**src/verilog/tmc_pkg.sv**
```systemverilog
package tmc_pkg;
  // Register byte offsets on the plain register port
  localparam logic [3:0] OFF_CONTROL   = 4'h0;
  localparam logic [3:0] OFF_COUNT_LOW = 4'h1;
  localparam logic [3:0] OFF_COUNT_HIGH = 4'h2;
  localparam logic [3:0] OFF_FLAGS     = 4'h3;
  localparam logic [3:0] OFF_ENABLES   = 4'h4;
  localparam logic [3:0] OFF_COMPANION = 4'h5;
  localparam logic [3:0] OFF_DIRECTION = 4'h6;
  localparam logic [3:0] OFF_LATCH     = 4'h7;
  localparam logic [3:0] OFF_PIN_LEVEL = 4'h8;

  // Control register fields
  localparam int BIT_RUN        = 0;
  localparam int BIT_SOURCE     = 1;
  localparam int BIT_SYNC_OFF   = 2;
  localparam int BIT_ROUTE_LO   = 3;
  localparam int BIT_PRESC_LO   = 4;
  localparam int BIT_PRESC_HI   = 5;
  localparam int BIT_ROUTE_HI   = 6;
  localparam int BIT_WIDE       = 7;
  // Flag and enable registers share one layout
  localparam int BIT_OVERFLOW   = 1;
  // Companion timer control
  localparam int BIT_OSC_ENABLE = 3;

  // Reset values and count maximum
  localparam logic [7:0]  RESET_CONTROL   = 8'h00;
  localparam logic [7:0]  RESET_COMPANION = 8'h00;
  localparam logic [7:0]  RESET_DIRECTION = 8'hFF;
  localparam logic [7:0]  RESET_LATCH     = 8'h00;
  localparam logic [15:0] RESET_COUNT     = 16'h0000;
  localparam logic [15:0] COUNT_MAX       = 16'hFFFF;

  // Compare mode code that fires the special event trigger
  localparam logic [3:0] COMPARE_SPECIAL_EVENT = 4'hB;

  // Capture unit routing, one bit per unit, 1 selects timers 3/4
  localparam logic [4:0] ROUTE_ALL_LOW   = 5'h00;
  localparam logic [4:0] ROUTE_FROM_TWO  = 5'h1E;
  localparam logic [4:0] ROUTE_FROM_THREE = 5'h1C;
  localparam logic [4:0] ROUTE_ALL_HIGH  = 5'h1F;

  // Instruction cycle is four oscillator periods
  localparam int CLOCK_PERIOD_NS = 20;
  localparam int INSTR_PERIOD_NS = 80;
  localparam logic [1:0] INSTR_LAST =
    2'((INSTR_PERIOD_NS + CLOCK_PERIOD_NS - 1) / CLOCK_PERIOD_NS - 1);

  // Prescaler terminal counts for 1:1, 1:2, 1:4, 1:8
  localparam logic [2:0] PRESC_LAST_1 = 3'h0;
  localparam logic [2:0] PRESC_LAST_2 = 3'h1;
  localparam logic [2:0] PRESC_LAST_4 = 3'h3;
  localparam logic [2:0] PRESC_LAST_8 = 3'h7;
endpackage

```
**src/verilog/tmc_sync2.sv**
```systemverilog
`timescale 1ns/1ps
module tmc_sync2 #(
  parameter int WIDTH = 1
) (
  input  wire logic             clock_in,
  input  wire logic             reset_in,
  input  wire logic [WIDTH-1:0] async_in,
  output logic      [WIDTH-1:0] sync_out
);
  logic [WIDTH-1:0] stage_one;
  logic [WIDTH-1:0] stage_two;

  always_ff @(posedge clock_in) begin
    if (reset_in) begin
      stage_one <= '0;
      stage_two <= '0;
    end else begin
      stage_one <= async_in;
      stage_two <= stage_one;
    end
  end

  assign sync_out = stage_two;
endmodule

```
**src/verilog/tmc_timer.sv**
```systemverilog
`timescale 1ns/1ps
// Behaviour
// (RULE1) Sixteen-bit count runs 0000h to FFFFh, then wraps to 0000h.
// (RULE2) Wrap sets the overflow flag; interrupt only when its enable is set. The code sets no flag when a low or high write lands in the wrap cycle.
// (RULE3) Source bit 0: count once per instruction cycle, a quarter of oscillator.
// (RULE4) Source bit 1: count external rising edges, first one after a falling edge.
// (RULE5) External source: sync bit 0 synchronises, 1 counts unsynchronised.
// (RULE6) Run bit set counts; cleared stops and holds the value.
// (RULE7) Prescale field divides input by 1, 2, 4 or 8.
// (RULE8) Wide access bit selects one 16-bit access or two byte accesses.
// (RULE9) Timebase field routes timers 1/2 or 3/4 to capture units 1 to 5.
// (RULE10) Special event trigger from the compare unit clears the count.
// (RULE11) Oscillator enabled forces both port pins to inputs reading 0.
// (RULE12) Companion control bit 3 enables the shared low-power oscillator.
// (RULE13) Sync bit not trusted when system clock comes from that oscillator.
// (RULE14) Clear happens when the compare mode code is 1011.
// (RULE15) A trigger clear never sets the overflow flag.
// (RULE16) A count write in the same cycle as a trigger clear wins.
// (RULE17) Wide mode: low read latches high; low write loads high from buffer.
// (RULE18) Prescaler cleared by low byte write and reset; control resets to 0.
module tmc_timer (
  input  wire logic       clock_in,
  input  wire logic       reset_in,
  input  wire logic [3:0] addr_in,
  input  wire logic [7:0] wdata_in,
  input  wire logic       write_in,
  input  wire logic       read_in,
  output logic      [7:0] rdata_out,
  input  wire logic       external_count_pin_in,
  input  wire logic       low_power_osc_in,
  input  wire logic [1:0] pin_level_in,
  input  wire logic       special_event_in,
  input  wire logic [3:0] compare_mode_code_in,
  input  wire logic       system_clock_from_osc_in,
  output logic      [1:0] pin_out,
  output logic      [1:0] pin_oe_out,
  output logic      [4:0] ccp_timebase_out,
  output logic            irq_out
);
  logic [7:0]  timer_three_control;
  logic [7:0]  companion_timer_control;
  logic [7:0]  port_c_direction;
  logic [7:0]  port_c_latch;
  logic [15:0] count;
  logic [7:0]  high_buffer;
  logic        overflow_flag;
  logic        overflow_irq_enable;
  logic [2:0]  presc;
  logic [1:0]  instr_cnt;
  logic        src_prev;
  logic        armed;
  logic        pending;
  logic [7:0]  rdata;

  logic [7:0]  next_timer_three_control;
  logic [7:0]  next_companion_timer_control;
  logic [7:0]  next_port_c_direction;
  logic [7:0]  next_port_c_latch;
  logic [15:0] next_count;
  logic [7:0]  next_high_buffer;
  logic        next_overflow_flag;
  logic        next_overflow_irq_enable;
  logic [2:0]  next_presc;
  logic [1:0]  next_instr_cnt;
  logic        next_src_prev;
  logic        next_armed;
  logic        next_pending;
  logic [7:0]  next_rdata;

  logic [3:0]  synced;
  logic        counter_run;
  logic        clock_source_select;
  logic        external_sync_disable;
  logic        wide_access_mode;
  logic [1:0]  prescale_field;
  logic [1:0]  capture_timebase_route;
  logic        low_power_osc_enable;
  logic        instr_en;
  logic        src;
  logic        rise;
  logic        fall;
  logic        sync_mode;
  logic        ext_raw;
  logic        ext_event;
  logic        in_event;
  logic [2:0]  presc_last;
  logic        presc_tick;
  logic        trigger_clear;
  logic        wr_low;
  logic        wr_high;
  logic        rd_low;
  logic        overflow;
  logic [1:0]  pin_read;

  // Pins and oscillator come from outside the clock domain
  tmc_sync2 #(
    .WIDTH(4)
  ) u_sync (
    .clock_in (clock_in),
    .reset_in (reset_in),
    .async_in ({pin_level_in, low_power_osc_in, external_count_pin_in}),
    .sync_out (synced)
  );

  assign counter_run            = timer_three_control[tmc_pkg::BIT_RUN];
  assign clock_source_select    = timer_three_control[tmc_pkg::BIT_SOURCE];
  assign external_sync_disable  = timer_three_control[tmc_pkg::BIT_SYNC_OFF];
  assign wide_access_mode       = timer_three_control[tmc_pkg::BIT_WIDE];
  assign prescale_field         = {timer_three_control[tmc_pkg::BIT_PRESC_HI],
                                   timer_three_control[tmc_pkg::BIT_PRESC_LO]};
  assign capture_timebase_route = {timer_three_control[tmc_pkg::BIT_ROUTE_HI],
                                   timer_three_control[tmc_pkg::BIT_ROUTE_LO]};
  assign low_power_osc_enable   = companion_timer_control[tmc_pkg::BIT_OSC_ENABLE]; // RULE12

  assign instr_en = (instr_cnt == tmc_pkg::INSTR_LAST); // RULE3
  assign src      = low_power_osc_enable ? synced[1] : synced[0]; // RULE4
  assign rise     = src & ~src_prev;
  assign fall     = ~src & src_prev;
  // An oscillator-driven system clock cannot skip its own sync stage
  assign sync_mode = ~external_sync_disable | system_clock_from_osc_in; // RULE5 RULE13
  assign ext_raw   = armed & rise; // RULE4
  assign ext_event = sync_mode ? (instr_en & (pending | ext_raw)) : ext_raw; // RULE5
  assign in_event  = clock_source_select ? ext_event : instr_en; // RULE3 RULE4

  always_comb begin
    unique case (prescale_field) // RULE7
      2'b00: presc_last = tmc_pkg::PRESC_LAST_1;
      2'b01: presc_last = tmc_pkg::PRESC_LAST_2;
      2'b10: presc_last = tmc_pkg::PRESC_LAST_4;
      2'b11: presc_last = tmc_pkg::PRESC_LAST_8;
    endcase
  end

  assign presc_tick = counter_run & in_event & (presc >= presc_last); // RULE6 RULE7
  assign trigger_clear = special_event_in &
                         (compare_mode_code_in == tmc_pkg::COMPARE_SPECIAL_EVENT); // RULE14
  assign wr_low  = write_in & (addr_in == tmc_pkg::OFF_COUNT_LOW);
  assign wr_high = write_in & (addr_in == tmc_pkg::OFF_COUNT_HIGH);
  assign rd_low  = read_in & (addr_in == tmc_pkg::OFF_COUNT_LOW);
  // Lost on any coinciding low or high write, even a wide-mode high write that only loads the buffer while the count wraps
  assign overflow = presc_tick & (count == tmc_pkg::COUNT_MAX) & ~wr_low & ~wr_high
                    & ~trigger_clear; // RULE2 RULE15
  assign pin_read = low_power_osc_enable ? 2'h0 : synced[3:2]; // RULE11

  always_comb begin
    next_timer_three_control     = timer_three_control;
    next_companion_timer_control = companion_timer_control;
    next_port_c_direction        = port_c_direction;
    next_port_c_latch            = port_c_latch;
    next_count                   = count;
    next_high_buffer             = high_buffer;
    next_overflow_irq_enable     = overflow_irq_enable;
    next_instr_cnt               = instr_en ? 2'h0 : instr_cnt + 2'h1;
    next_src_prev                = src;
    next_armed                   = clock_source_select & (armed | fall); // RULE4
    next_pending                 = clock_source_select & sync_mode & ~instr_en
                                   & (pending | ext_raw); // RULE5
    next_presc                   = presc;
    if (counter_run && in_event) begin
      next_presc = presc_tick ? 3'h0 : presc + 3'h1;
    end
    if (presc_tick) begin
      next_count = count + 16'h0001; // RULE1
    end
    if (trigger_clear) begin
      next_count = tmc_pkg::RESET_COUNT; // RULE10 RULE14
    end
    // Software write beats the trigger clear and the increment
    if (wr_low) begin
      next_count[7:0] = wdata_in; // RULE16
      next_presc      = 3'h0; // RULE18
      if (wide_access_mode) begin
        next_count[15:8] = high_buffer; // RULE17
      end else if (trigger_clear) begin
        next_count[15:8] = count[15:8]; // RULE16
      end
    end
    if (wr_high) begin
      if (wide_access_mode) begin
        next_high_buffer = wdata_in; // RULE17
      end else begin
        next_count[15:8] = wdata_in; // RULE8
        if (trigger_clear) begin
          next_count[7:0] = count[7:0]; // RULE16
        end
      end
    end
    if (rd_low && wide_access_mode) begin
      next_high_buffer = count[15:8]; // RULE17
    end
    if (write_in) begin
      unique case (addr_in)
        tmc_pkg::OFF_CONTROL:   next_timer_three_control = wdata_in;
        tmc_pkg::OFF_ENABLES:   next_overflow_irq_enable = wdata_in[tmc_pkg::BIT_OVERFLOW];
        tmc_pkg::OFF_COMPANION: next_companion_timer_control = wdata_in;
        tmc_pkg::OFF_DIRECTION: next_port_c_direction = wdata_in;
        tmc_pkg::OFF_LATCH:     next_port_c_latch = wdata_in;
        default: ;
      endcase
    end
    // Set wins over a write-one clear in the same cycle
    next_overflow_flag = (overflow_flag &
                          ~(write_in & (addr_in == tmc_pkg::OFF_FLAGS)
                            & wdata_in[tmc_pkg::BIT_OVERFLOW])) | overflow; // RULE2
    next_rdata = 8'h00;
    if (read_in) begin
      unique case (addr_in)
        tmc_pkg::OFF_CONTROL:    next_rdata = timer_three_control;
        tmc_pkg::OFF_COUNT_LOW:  next_rdata = count[7:0];
        tmc_pkg::OFF_COUNT_HIGH: next_rdata = wide_access_mode ? high_buffer
                                                               : count[15:8]; // RULE8 RULE17
        tmc_pkg::OFF_FLAGS:      next_rdata = {6'h00, overflow_flag, 1'b0};
        tmc_pkg::OFF_ENABLES:    next_rdata = {6'h00, overflow_irq_enable, 1'b0};
        tmc_pkg::OFF_COMPANION:  next_rdata = companion_timer_control;
        tmc_pkg::OFF_DIRECTION:  next_rdata = port_c_direction;
        tmc_pkg::OFF_LATCH:      next_rdata = port_c_latch;
        tmc_pkg::OFF_PIN_LEVEL:  next_rdata = {6'h00, pin_read};
        default:                 next_rdata = 8'h00;
      endcase
    end
  end

  always_ff @(posedge clock_in) begin
    if (reset_in) begin
      timer_three_control     <= tmc_pkg::RESET_CONTROL; // RULE18
      companion_timer_control <= tmc_pkg::RESET_COMPANION;
      port_c_direction        <= tmc_pkg::RESET_DIRECTION;
      port_c_latch            <= tmc_pkg::RESET_LATCH;
      count                   <= tmc_pkg::RESET_COUNT;
      high_buffer             <= 8'h00;
      overflow_flag           <= 1'b0;
      overflow_irq_enable     <= 1'b0;
      presc                   <= 3'h0; // RULE18
      instr_cnt               <= 2'h0;
      src_prev                <= 1'b0;
      armed                   <= 1'b0;
      pending                 <= 1'b0;
      rdata                   <= 8'h00;
    end else begin
      timer_three_control     <= next_timer_three_control;
      companion_timer_control <= next_companion_timer_control;
      port_c_direction        <= next_port_c_direction;
      port_c_latch            <= next_port_c_latch;
      count                   <= next_count;
      high_buffer             <= next_high_buffer;
      overflow_flag           <= next_overflow_flag;
      overflow_irq_enable     <= next_overflow_irq_enable;
      presc                   <= next_presc;
      instr_cnt               <= next_instr_cnt;
      src_prev                <= next_src_prev;
      armed                   <= next_armed;
      pending                 <= next_pending;
      rdata                   <= next_rdata;
    end
  end

  always_comb begin
    unique case (capture_timebase_route) // RULE9
      2'b00: ccp_timebase_out = tmc_pkg::ROUTE_ALL_LOW;
      2'b01: ccp_timebase_out = tmc_pkg::ROUTE_FROM_TWO;
      2'b10: ccp_timebase_out = tmc_pkg::ROUTE_FROM_THREE;
      2'b11: ccp_timebase_out = tmc_pkg::ROUTE_ALL_HIGH;
    endcase
  end

  assign rdata_out  = rdata;
  assign irq_out    = overflow_flag & overflow_irq_enable; // RULE2
  assign pin_out    = port_c_latch[1:0];
  // Direction bit 1 means input; the oscillator overrides it
  assign pin_oe_out = ~port_c_direction[1:0] & {2{~low_power_osc_enable}}; // RULE11

  property p_wrap;
    @(posedge clock_in) disable iff (reset_in)
      overflow |=> (count == 16'h0000) && overflow_flag;
  endproperty
  a_wrap: assert property (p_wrap) else $error("count did not wrap to zero"); // RULE1

  property p_irq;
    @(posedge clock_in) disable iff (reset_in)
      irq_out == (overflow_flag && overflow_irq_enable);
  endproperty
  a_irq: assert property (p_irq) else $error("interrupt not gated by enable"); // RULE2

  property p_hold;
    @(posedge clock_in) disable iff (reset_in)
      (!counter_run && !write_in && !trigger_clear) |=> $stable(count);
  endproperty
  a_hold: assert property (p_hold) else $error("stopped counter moved"); // RULE6

  property p_instr_rate;
    @(posedge clock_in) disable iff (reset_in)
      instr_en |=> !instr_en [*3] ##1 instr_en;
  endproperty
  a_instr_rate: assert property (p_instr_rate) else $error("instruction rate wrong"); // RULE3

  property p_clear;
    @(posedge clock_in) disable iff (reset_in)
      (trigger_clear && !write_in) |=> (count == 16'h0000) && !$rose(overflow_flag);
  endproperty
  a_clear: assert property (p_clear) else $error("trigger clear wrong"); // RULE10 RULE15

  property p_write_wins;
    @(posedge clock_in) disable iff (reset_in)
      (trigger_clear && wr_low && !wide_access_mode) |=> count[7:0] == $past(wdata_in);
  endproperty
  a_write_wins: assert property (p_write_wins) else $error("write lost to clear"); // RULE16

  property p_wide_load;
    @(posedge clock_in) disable iff (reset_in)
      (wr_low && wide_access_mode) |=> count == {$past(high_buffer), $past(wdata_in)};
  endproperty
  a_wide_load: assert property (p_wide_load) else $error("wide write not atomic"); // RULE17

  property p_presc_clear;
    @(posedge clock_in) disable iff (reset_in)
      wr_low |=> presc == 3'h0;
  endproperty
  a_presc_clear: assert property (p_presc_clear) else $error("prescaler not cleared"); // RULE18

  property p_osc_pins;
    @(posedge clock_in) disable iff (reset_in)
      low_power_osc_enable |-> (pin_oe_out == 2'h0) && (pin_read == 2'h0);
  endproperty
  a_osc_pins: assert property (p_osc_pins) else $error("oscillator pins driven"); // RULE11
endmodule
```
**config.mk**
```make
export PLATFORM = sky130hd
export DESIGN_NAME = tmc_timer
export DESIGN_NICKNAME = d
export VERILOG_FILES = /design/src/verilog/tmc_pkg.sv /design/src/verilog/tmc_sync2.sv /design/src/verilog/tmc_timer.sv
export SDC_FILE = /design/constraint.sdc
export NUM_CORES = 1
export LEC_CHECK = 0
export BUFFER_PORTS_ARGS = -buffer_cell sky130_fd_sc_hd__buf_4
export CORE_AREA = 2 2 91 128
export CTS_BUF_LIST = sky130_fd_sc_hd__clkbuf_16
export CTS_CLUSTER_DIAMETER = 200
export DETAILED_ROUTE_END_ITERATION = 12
export DIE_AREA = 0 0 93 130
export SYNTH_ARGS = -nofsm -noshare
export SYNTH_HDL_FRONTEND = slang
export SYNTH_SLANG_ARGS = --single-unit
```
**constraint.sdc**
```tcl
create_clock -name clock_in -period 2.35 [get_ports clock_in]
set_clock_uncertainty 0.1 [all_clocks]
set_input_delay 0.235 -clock clock_in [delete_from_list [all_inputs] [get_ports clock_in]]
set_output_delay 0.235 -clock clock_in [all_outputs]
set_load 0.03 [all_outputs]
```
### Word level (Yosys, flattened, before mapping)

Index checks and enable logic that the tools add are counted.
W data, S select, Z words.

* register bits: 82
* output and inout bits: 18
* logic and storage cells: 113

* bitwise gates (word level): 38
* $lt $le $gt $ge: 1
* multiplexer cells: 20
* reduce and logical (&&, ||, !) cells: 16
* equal/unequal tests: 18
* $add $sub $neg: 3

Operators by type and width (number)
* $mux W16: 5
* $pmux W8 S9: 1
* $mux W8: 7
* $and A1 B1 Y1: 22
* $pmux W5 S4: 1
* $add A16 B1 Y16 const B: 1
* $eq A16 B16 Y1 const B: 1
* $eq A4 B3 Y1 const B: 4
* $pmux W3 S4: 1
* $reduce_and A2 Y1: 6
* $eq A2 B2 Y1 const B: 5
* $not A1 Y1: 10
* $eq A4 B2 Y1 const B: 2
* $eq A4 B4 Y1 const B: 2
* $reduce_or A2 Y1: 3
* $eq A2 B1 Y1 const B: 2
* $eq A4 B1 Y1 const B: 1
* $logic_not A2 Y1: 2
* $logic_not A4 Y1: 1
* $or A1 B1 Y1: 4
* $reduce_bool A2 Y1: 2
* $add A3 B1 Y3 const B: 1
* $ge A3 B3 Y1: 1
* $mux W1: 3
* 7 further kinds: 8

### Depth between registers and ports, before layout

Gate-level depths: netlist of the first run.

* depth after elaboration: 17
* mapped depth: 10
* gate-level depth less buffers: 9

### Hierarchy

Synthesis of the first run repeated with hierarchy kept, for this count alone.

* cells, all modules: 524
* area total of the unflattened synthesis: 4464.3 µm²

Modules (own cells, without submodules)
* tmc_timer: instances 1, cells each 508, seq. area each 1481.4 µm², area an instance 4254.1 µm²
* tmc_sync2: instances 1, cells each 16, seq. area each 160.2 µm², area an instance 210.2 µm²

### Least setup slack after synthesis of the first run

No wires, ideal clock.

* path kind: register to register
* start point: register timer_three_control[4]
* end point: register count[9]
* arrival: 2.299 ns
* buffers on the path: 1
* data required time: 2.159 ns
* stages on the path, launching flop included: 11
* clock period less this slack: 2.490 ns
* setup slack: -0.140 ns
* cell sequence: dfxtp_1 or2_2 ha_1 nor2b_1 o21a_1 buf_2 or4_1 nor2_1 xor2_1 o211ai_1 a311oi_1

* word-level cells in the longest chain between the ends: 11

Ends and longest elaborated chain
* start: declaration: line tmc_timer.sv:40 `logic [7:0] timer_three_control;`
* start signal: assignment: line tmc_timer.sv:225 `timer_three_control <= tmc_pkg::RESET_CONTROL;`
* start signal: assignment: line tmc_timer.sv:240 `timer_three_control <= next_timer_three_control;`
* $eq A2 B2 Y1 (tied with other cells): line tmc_timer.sv:126 `unique case (prescale_field)`
* $pmux W3 S4 (*): line tmc_timer.sv:126
* $ge A3 B3 Y1 (*): line tmc_timer.sv:134 `assign presc_tick = counter_run & in_event & (presc >= presc_last);`
* $and A1 B1 Y1 (*): line tmc_timer.sv:134
* $mux W16 (*): line tmc_timer.sv:162 `if (presc_tick) begin`
* $mux W16 (*): line tmc_timer.sv:165 `if (trigger_clear) begin`
* $mux W8: line tmc_timer.sv:174 `end else if (trigger_clear) begin`
* $mux W8: line tmc_timer.sv:172 `if (wide_access_mode) begin`
* $mux W16 (*): line tmc_timer.sv:169 `if (wr_low) begin`
* $mux W16: line tmc_timer.sv:179 `if (wide_access_mode) begin`
* $mux W16 (*): line tmc_timer.sv:178 `if (wr_high) begin`
* end signal: assignment: line tmc_timer.sv:229 `count <= tmc_pkg::RESET_COUNT;`
* end signal: assignment: line tmc_timer.sv:244 `count <= next_count;`
* end: declaration: line tmc_timer.sv:44 `logic [15:0] count;`

Every way passes the cells marked *; elsewhere a longest branch is shown, timed or not.
A chain may end at the register's enable or synchronous reset.

### Worst setup path in the final report of the first run

* start point: register timer_three_control[5]
* end point: register count[9]

The elaborated chain is that of the path after synthesis.

==> impl_metrics.yaml, run 1 <==
logic_synthesis:
  synth_seq_cells: 82
  synth_area_leader_cell: "dfxtp_1"
  synth_top_flop_cell: "dfxtp_1"
  avgSynthCellArea_um2: 8.57
  ys_warn_count: 0
  ys_seq_area_frac: 0.384
  synth_area_um2: 4270
  synth_common_cells: "82 x dfxtp_1, 55 x nor2_1, 43 x nand2_1"
  netlist_instances: 498
  synth_fp_nets: 530
  synth_cell_types: 58
  synth_top_area_frac: 0.384
  yosys-top-cells-area: "dfxtp_1 38%, mux2i_1 6.6%, nor2_1 4.8%"
  synth-edff-count: 0
  synthArstFlopShare: 0
  yosysMostFrequentCell: "dfxtp_1"
cells_and_area:
  nNetsFinal: 586
  regArea_um2: 1640
  fillers: 1132
  multi_input_area_um2: 2480
  final_core_util: 0.479
  num_antenna_cells: 0
  area_delta_synth_final_pct: 23.9
  layout-drive-gt1-share: 0.245
power:
  powerDensity_nw_per_um2: 598
  p_sw_mw: 0.798
  swShare: 0.252
  clockPowerShare: 0.466
  p_leak_nw: 1.99
  vdd_drop_max_v: 0.000420
  power_frac_seq: 0.453
  combPwrFrac: 0.082
  cell_internal_pwr_mw: 2.36
job:
  cap_violations: 0
setup_path:
  required_ps: 2510
  r2r_setup_slack_ps: -80
  crit_type: "reg2reg"
  worstReg2RegStart: "timer_three_control[5]"
  cp-start-kind: "register"
  critical_path.startpoint: "timer_three_control[5]"
  crit_end: "count[9]"
  r2r-end: "count[9]"
  worstPathArrival_ps: 2590
  cp-end-kind: "register"
  r2r_cells: 9
  critPathMaxFanout: 3
timing:
  fin_crit_sh: 1.04
  finalWorstSetupSlack_ps: -84.6
  slew_headroom: 0.595
  rsz0062_at_grt: "yes"
  tightest_slew_ps: 607
  finalSetupViolCount: 3
  maxSlewViolCount: 0
  hold_viol: 0
  finalCriticalPeriod_ps: 2430
  fmax_mhz: 411
  final.setup.tns_ps: -131
floorplanning:
  core_area_um2: 11100
  dieWidth_um: 93
  row_count: 46
  die_area_um2: 12100
  pin_count: 44
  initial_core_util: 0.386
  die_h_um: 130
global_routing:
  grt_max_degree: 43
  first_global_vias: 3871
  overflow: 0
  grt_antenna_before_repair: 0
  grtUsageTotal: 0.219
  grt_pass1_wl_um: 20300
cts:
  cts_tree: "yes"
  clock_sinks: 82
  cts_buffers: 9
  cts_buffer_depth: 2
  worstSkewPairLatency_ps: 340
  cts_root_buf: "clkbuf_16"
  cts_max_level: 3
  clkTransAtPathRegs_ps: 70
status:
  violations: "negative setup slack"
  status: "finished, violations left"
drt:
  firstDrtPassIters: 6
  drtIter0Drc: 302
  routed_wl_um: 12900
  wl_per_cell_um: 18.4
  drcViolationCount: 0
  ant_nets: 0
  vias: 3995
  via_per_inst: 5.68
placement:
  routabilityCongestion: 0.941
  dp_hpwl_um: 9320
  port_buffers: 43
min_path:
  hp-class: "in2reg"
## power by group through the flow
| stage | combinational (mW) | sequential (mW) | clock, mW |
|---|---|---|---|
| after floorplan | 0.149 | 1.46 | 0 |
| after global placement | 0.249 | 1.46 | 0 |
| after detailed placement | 0.253 | 1.46 | 0 |
| after CTS | 0.255 | 1.43 | 1.49 |
| after global routing | 0.280 | 1.43 | 1.55 |
| final | 0.258 | 1.43 | 1.47 |
## routing by layer
layer | part of all wire | vias up | track usage
met2 | 0.52 | 151 | 0.390
li1 | - | 1905 | -
met3 | 0.049 | 36 | 0.0416
met5 | 0 | - | 0
met4 | 0.041 | 0 | 0.106
met1 | 0.39 | 1903 | 0.250
## layout by cell type (no fill, tap or decap), types with 5 or more instances in the layout
| master | Yosys | layout |
|---|---|---|
| a222oi_1 | 8 | 8 |
| nand3_1 | 11 | 11 |
| a21oi_1 | 32 | 32 |
| nor2b_1 | 21 | 20 |
| nand2b_1 | 6 | 6 |
| dfxtp_1 | 82 | 81 |
| a211o_1 | 8 | 8 |
| a22oi_1 | 5 | 5 |
| ha_1 | 6 | 5 |
| o21ai_0 | 16 | 16 |
| nand2_1 | 43 | 43 |
| a31oi_1 | 8 | 8 |
| nor2_1 | 55 | 53 |
| mux2_2 | 12 | 12 |
| buf_4 | 6 | 82 |
| and3_1 | 5 | 5 |
| xor2_1 | 9 | 9 |
| inv_1 | 9 | 9 |
| a211oi_1 | 10 | 10 |
| nor3_1 | 19 | 16 |
| mux2i_1 | 28 | 28 |
| nand4_1 | 6 | 6 |
| clkbuf_16 | 0 | 9 |
| a22o_1 | 5 | 5 |
## how the worst min path moves through the flow
| stage | to | cells past startpoint | slack, ps | start |
|---|---|---|---|---|
| final | u_sync.stage_one[1] | 2 | 7 | low_power_osc_in |
| after global routing | u_sync.stage_one[1] | 2 | 4 | low_power_osc_in |
| after CTS | u_sync.stage_one[3] | 2 | 3 | pin_level_in[1] |
| after detailed placement | u_sync.sync_out[2] | 1 | 320 | u_sync.stage_one[2] |
| after global placement | instr_cnt[0] | 1 | 310 | instr_cnt[0] |
| after floorplan | port_c_direction[0] | 1 | 250 | wdata_in[0] |
## logic make-up (layout without fill, tap and decap cells)
logic type	after synthesis	after routing	synth area share
and+or+nand+nor	195	195	0.236
DFF	82	82	0.384
AOI/OAI and AO/OA	113	113	0.180
buffers and inverters	49	110	0.0542
muxes	41	41	0.103
xor gates and xnor gates	12	12	0.0246
adders and majority gates	6	6	0.0176
## stage by stage
stage | setup slack, ps | std cells | hold WS [ps] | total power [mW] | area (µm²)
2_1_floorplan | -54.1 | 498 | 253 | 1.61 | 4290
3_3_place_gp | -47.1 | 684 | 315 | 1.71 | 4880
3_5_place_dp | -97.1 | 684 | 325 | 1.72 | 4880
4_1_cts | -31.7 | 701 | 3.17 | 3.18 | 5220
5_1_grt | -208 | 703 | 3.86 | 3.27 | 5290
6_report | -84.6 | 703 | 7.38 | 3.16 | 5290
## timing repair
item / CTS / global route
hold endpoints to repair: 0 / 1
gates resized for setup: 6 / 11
cloned: 0 / 0
setup endpoints to repair: 6 / 14
hold buffers: 0 / 1
pin swaps: 5 / 8
buffers inserted: 1 / 1
## area by class of cell
type                       instances  area share
tap                              144      0.0340
sequential                        82       0.310
clock buffer                       9      0.0426
inverter                           9     0.00638
timing repair buffer              85       0.122
clock inverter                     7      0.0151
multi-input combinational        367       0.469
## worst max-delay path, cell delays in order (launching register included)
cell and delay (ps):
dfxtp_2 330, or2_4 250, ha_4 270, nor2b_4 40
o21a_4 200, or4_4 490, nor2_4 120, xor2_1 170
o211ai_1 120, a311oi_1 260
## flip-flops by register name (all words and copies together) (netlist names), 2 cells and up
| name | count |
|---|---|
| companion_timer_control | 8 |
| count | 16 |
| high_buffer | 8 |
| instr_cnt | 2 |
| port_c_direction | 8 |
| port_c_latch | 8 |
| presc | 3 |
| rdata_out | 8 |
| timer_three_control | 8 |
| u_sync.stage_one | 4 |
| u_sync.sync_out | 4 |
Power figures use the tool's default switching activity.
==> run 2: changes to the inputs <==
--- a/config.mk
+++ b/config.mk
@@ -5,6 +5,7 @@
 export SDC_FILE = /design/constraint.sdc
 export NUM_CORES = 1
 export LEC_CHECK = 0
+export ABC_AREA = 1
 export BUFFER_PORTS_ARGS = -buffer_cell sky130_fd_sc_hd__buf_4
 export CORE_AREA = 2 2 91 128
 export CTS_BUF_LIST = sky130_fd_sc_hd__clkbuf_16
==> run 2 against run 1 <==
The run ends with negative hold slack left. Die area is the same. Sequential power hardly changed. First-iteration DRC count rose by 22%. Fmax grew 16%. Final area fell by 4.2%. Flip-flop and latch count stayed put. Clock power hardly changed. Critical path type unchanged. Highest routed layer unchanged.
==> impl_metrics.yaml, run 2 <==
setup_path:
  critPathTopFamily: "simple AND/OR/NAND/NOR gates"
  r2r-end: "count[15]"
  critical_path.startpoint: "timer_three_control[5]"
  max_stage_delay_ps: 380
  crit_buf_inv: 0
  cp_slowest_cell: "dfxtp_1"
  cp-end-kind: "register"
  crit_type: "reg2reg"
  path_cells: "nand2_1, ha_1, nand2_1, o211ai_2, nand3_4, nor2_1, nand4_1, nand3_1, a21oi_1"
  r2r_cells: 9
  worstPathArrival_ps: 2230
  r2r_setup_slack_ps: 250
  required_ps: 2480
  cp-start-kind: "register"
  critPathMaxFanout: 8
  worstReg2RegStart: "timer_three_control[5]"
  worst_path_most_repeated_cell: "nand2_1"
cells_and_area:
  num_antenna_cells: 0
  nNetsFinal: 694
  layout-drive-gt1-share: 0.150
  regMostFlops: "count"
  multi_input_area_um2: 2200
  final_cell_mix: "131 x nand2_1, 82 x dfxtp_1, 73 x inv_1"
  final_common_cell: "nand2_1"
  postLayoutCellArea_um2: 5070
  area_delta_synth_final_pct: 18.5
  fillers: 1172
  largest_reg_flops: 16
  regArea_um2: 1640
  final_core_util: 0.459
cts:
  cts_root_buf: "clkbuf_16"
  cts_setup_buffers: 0
  cts_tree: "yes"
  clkTransAtPathRegs_ps: 60
  worstSkewPairLatency_ps: 340
  cts_max_level: 3
  cts_buffer_depth: 2
  cts_resized: 0
  clock_sinks: 82
  cts_hold_buf: 0
  cts_buffers: 9
logic_synthesis:
  netlist_instances: 620
  synth_area_um2: 4280
  synth_common_cells: "131 x nand2_1, 82 x dfxtp_1, 72 x inv_1"
  synthArstFlopShare: 0
  synth_fp_nets: 652
  synth_top_area_frac: 0.384
  ys_seq_area_frac: 0.384
  synth_seq_cells: 82
  yosys-top-cells-area: "dfxtp_1 38%, nand2_1 11%, a21oi_1 8.0%"
  synth_cell_types: 43
  yosysMostFrequentCell: "nand2_1"
  synth_area_leader_cell: "dfxtp_1"
  synth_top_flop_cell: "dfxtp_1"
  avgSynthCellArea_um2: 6.90
  ys_warn_count: 0
  synth-edff-count: 0
power:
  cell_internal_pwr_mw: 2.42
  combPwrFrac: 0.081
  swShare: 0.235
  power_frac_seq: 0.454
  power_mw: 3.17
  clockPowerShare: 0.465
  p_sw_mw: 0.744
  vdd_drop_max_v: 0.000474
  powerDensity_nw_per_um2: 625
  p_leak_nw: 2.11
status:
  violations: "negative hold slack"
  status: "finished, violations left"
min_path:
  hold_path_depth: 3
  hp-class: "in2reg"
  hold_end: "u_sync.stage_one[3]"
  hp-start: "pin_level_in[1]"
drt:
  via_per_inst: 5.44
  vias: 4413
  firstDrtPassIters: 6
  routed_wl_um: 14000
  drtIter0Drc: 369
  drcViolationCount: 0
  wl_per_cell_um: 17.3
  ant_nets: 0
floorplanning:
  core_area_um2: 11100
  initial_core_util: 0.387
  pin_count: 44
  dieWidth_um: 93
  die_area_um2: 12100
  row_count: 46
  die_h_um: 130
job:
  cap_violations: 0
global_routing:
  grt_antenna_before_repair: 0
  first_global_vias: 4158
  grtUsageTotal: 0.233
  overflow: 0
  grt_pass1_wl_um: 21500
  grt_max_degree: 36
timing:
  rsz0062_at_grt: "no"
  slew_headroom: 0.648
  finalCriticalPeriod_ps: 2100
  finalSetupViolCount: 0
  final.setup.tns_ps: 0
  timing.hold.ws_ps: -0.331
  maxSlewViolCount: 0
  hold_viol: 1
  tightest_slew_ps: 523
  fmax_mhz: 476
  fin_crit_sh: 0.894
  finalWorstSetupSlack_ps: 249
placement:
  placed_area_um2: 4760
  pre_cts_ws_ps: 263
  dp_hpwl_um: 10800
  port_buffers: 43
  routabilityCongestion: 0.958
==> run 2: power by group through the flow <==
stage	registers, mW	clock network (mW)	logic, mW
floorplan	1.46	0	0.143
global route	1.44	1.54	0.279
finish	1.44	1.47	0.256
detailed placement	1.47	0	0.253
CTS	1.44	1.49	0.254
global placement	1.47	0	0.252
==> run 2: worst reg2reg max path, stage by stage (launching register included) <==
cell      delay [ps]
dfxtp_1          380
nand2_1           70
ha_1             310
nand2_1           70
o211ai_2         290
nand3_4          230
nor2_1           270
nand4_1          120
nand3_1           90
a21oi_1           60
==> run 2: kinds of logic after synthesis <==
family | synth area share
compound gates | 0.217
xor+xnor | 0.0102
buf+inv | 0.103
mux | 0.00234
fa+ha+maj | 0.0175
flops | 0.384
simple gates | 0.267
==> run 2: worst max path at each step <==
| stage | cells past startpoint | endpoint |
|---|---|---|
| final | 9 | count[15] |
| after detailed placement | 9 | count[15] |
| after floorplan | 9 | count[15] |
| after global routing | 9 | count[15] |
| after global placement | 9 | count[13] |
| after CTS | 9 | count[15] |
==> run 2: area by class of cell <==
cell class / count / area share
sequential: 82 / 0.324
clock buffer: 9 / 0.0444
multi-input combinational: 431 / 0.434
tap: 144 / 0.0355
clock inverter: 7 / 0.0168
timing repair buffer: 58 / 0.0858
inverter: 80 / 0.0602
==> run 2: routing by layer <==
metal,vias up,wire [µm],part of all wire,GRT usage
li1,2139,-,-,-
met4,0,738,0.053,0.131
met1,2072,5300,0.38,0.245
met5,-,0,0,0
met3,40,726,0.052,0.0364
met2,162,7230,0.52,0.439
==> run 2: through the flow <==
step,hold slack (ps),instances
2_1_floorplan,242,620
3_3_place_gp,292,795
3_5_place_dp,294,795
4_1_cts,0.891,811
5_1_grt,16.5,811
6_report,-0.331,811
==> run 3: changes to the inputs <==
--- a/config.mk
+++ b/config.mk
@@ -7,11 +7,15 @@
 export LEC_CHECK = 0
 export ABC_AREA = 1
 export BUFFER_PORTS_ARGS = -buffer_cell sky130_fd_sc_hd__buf_4
-export CORE_AREA = 2 2 91 128
+export CELL_PAD_IN_SITES_DETAIL_PLACEMENT = 1
+export CELL_PAD_IN_SITES_GLOBAL_PLACEMENT = 2
+export CORE_AREA = 2 2 104 147
 export CTS_BUF_LIST = sky130_fd_sc_hd__clkbuf_16
 export CTS_CLUSTER_DIAMETER = 200
 export DETAILED_ROUTE_END_ITERATION = 12
-export DIE_AREA = 0 0 93 130
+export DIE_AREA = 0 0 106 149
+export PLACE_DENSITY_LB_ADDON = 0.1
+export SLEW_MARGIN = 20
 export SYNTH_ARGS = -nofsm -noshare
 export SYNTH_HDL_FRONTEND = slang
 export SYNTH_SLANG_ARGS = --single-unit
==> constraint.sdc (replaced) <==
create_clock -name clock_in -period 2.35 [get_ports clock_in]
set_clock_uncertainty 0.1 [all_clocks]
set_input_delay 0.235 -clock clock_in [delete_from_list [all_inputs] [get_ports clock_in]]
set_output_delay 0.235 -clock clock_in [all_outputs]
set_load 0.01 [all_outputs]
==> run 3 against run 2 <==
The run now ends clean. First-iteration DRC count down 63%. Routed wire length up 16%. Critical path depth up 1. Critical path type unchanged. Final area up 2.8%. Global-route usage down 1.9 points. Non-clock buffer count up 11. Largest cell class unchanged. Clock power down 5%.
==> impl_metrics.yaml, run 3 (synthesis results as in run 2) <==
drt:
  ant_nets: 0
  firstDrtPassIters: 4
  drtIter0Drc: 135
  vias: 4398
  via_per_inst: 5.06
  routed_wl_um: 16300
  drcViolationCount: 0
  wl_per_cell_um: 18.7
cts:
  cts_tree: "yes"
  cts_root_buf: "clkbuf_16"
  clkTransAtPathRegs_ps: 70
  cts_buffers: 9
  cts_setup_buffers: 0
  clock_sinks: 82
  worstSkewPairLatency_ps: 350
  cts_buffer_depth: 2
  cts_max_level: 3
timing:
  final.setup.tns_ps: 0
  fmax_mhz: 476
  maxSlewViolCount: 0
  rsz0062_at_grt: "no"
  hold_viol: 0
  slew_headroom: 0.656
  finalSetupViolCount: 0
  finalCriticalPeriod_ps: 2100
  timing.hold.ws_ps: 87.5
  tightest_slew_ps: 516
  fin_crit_sh: 0.893
cells_and_area:
  layout-drive-gt1-share: 0.162
  nNetsFinal: 705
  regArea_um2: 1640
  fillers: 1855
  regMostFlops: "count"
  final_core_util: 0.356
  area_delta_synth_final_pct: 21.9
  multi_input_area_um2: 2200
  largest_reg_flops: 16
  final_cell_mix: "131 x nand2_1, 82 x dfxtp_1, 72 x inv_1"
  final_common_cell: "nand2_1"
  num_antenna_cells: 0
floorplanning:
  core_area_um2: 14700
  die_area_um2: 15800
  initial_core_util: 0.292
  dieWidth_um: 106
  pin_count: 44
  die_h_um: 149
  row_count: 53
placement:
  port_buffers: 43
  routabilityCongestion: 0.861
  dp_hpwl_um: 12900
setup_path:
  critPathTopFamily: "simple AND/OR/NAND/NOR gates"
  crit_buf_inv: 1
  cp_slowest_cell: "dfxtp_1"
  path_cells: "nand2_1, ha_1, nand2_1, o211ai_2, nand3_4, inv_6, nand2_1, xor2_1, nand2_1, a21oi_2"
  critPathMaxFanout: 8
  crit_type: "reg2reg"
  max_stage_delay_ps: 390
  required_ps: 2530
  cp-end-kind: "register"
  worstPathArrival_ps: 2280
  cp-start-kind: "register"
  worst_path_most_repeated_cell: "nand2_1"
global_routing:
  overflow: 0
  grt_pass1_wl_um: 25400
  first_global_vias: 4603
  grt_antenna_before_repair: 0
  grt_max_degree: 35
  grtUsageTotal: 0.214
power:
  power_mw: 3.10
  p_leak_nw: 2.15
  powerDensity_nw_per_um2: 594
  vdd_drop_max_v: 0.000252
job:
  cap_violations: 0
status:
  status: "complete, no violations"
min_path:
  hp-class: "in2reg"
run 3: worst paths after layout:
kind / startpoint / to / slack, ps / cells past startpoint
hold / removal: wdata_in[7] / port_c_direction[7] / 90 / 3
setup / recovery: timer_three_control[5] / count[8] / 250 / 10
hold reg to reg: u_sync.stage_one[3] / u_sync.sync_out[3] / 300 / 2
setup reg to reg: timer_three_control[5] / count[8] / 250 / 10
run 3: where the power goes:
group | switching (mW) | internal [mW] | total [mW]
Combinational | 0.170 | 0.0939 | 0.264
Clock | 0.660 | 0.738 | 1.40
Sequential | 0.0183 | 1.42 | 1.44
run 3: area by class of cell:
type	count	share of cell area
Tap cell	192	0.0461
Sequential cell	82	0.315
Timing Repair Buffer	69	0.104
Multi-Input combinational cell	431	0.422
Inverter	80	0.0585
Clock inverter	7	0.0118
Clock buffer	9	0.0432
run 3: repair_timing:
item	in CTS	in global routing
endpoints found under the hold margin	4	0
hold buffers	4	0
resized for setup	0	1
setup endpoints to repair	0	3
run 3: metal layers:
metal  track usage  wire length [µm]
met5             0                 0
met4         0.107               656
met2         0.400              8680
met3        0.0262               401
met1         0.236              6530
run 3: worst min-delay path, cell delays in order:
cell and delay [ps]:
buf_4 120, a21oi_1 70, o21ai_0 70
run 3: metrics by stage:
step                instance area [µm²]  setup slack, ps  instances
floorplan                          4280              493        620
global placement                   4890              293        850
detailed placement                 4890              203        850
CTS                                5210              189        870
global route                       5220             21.8        870
finish                             5220              251        870
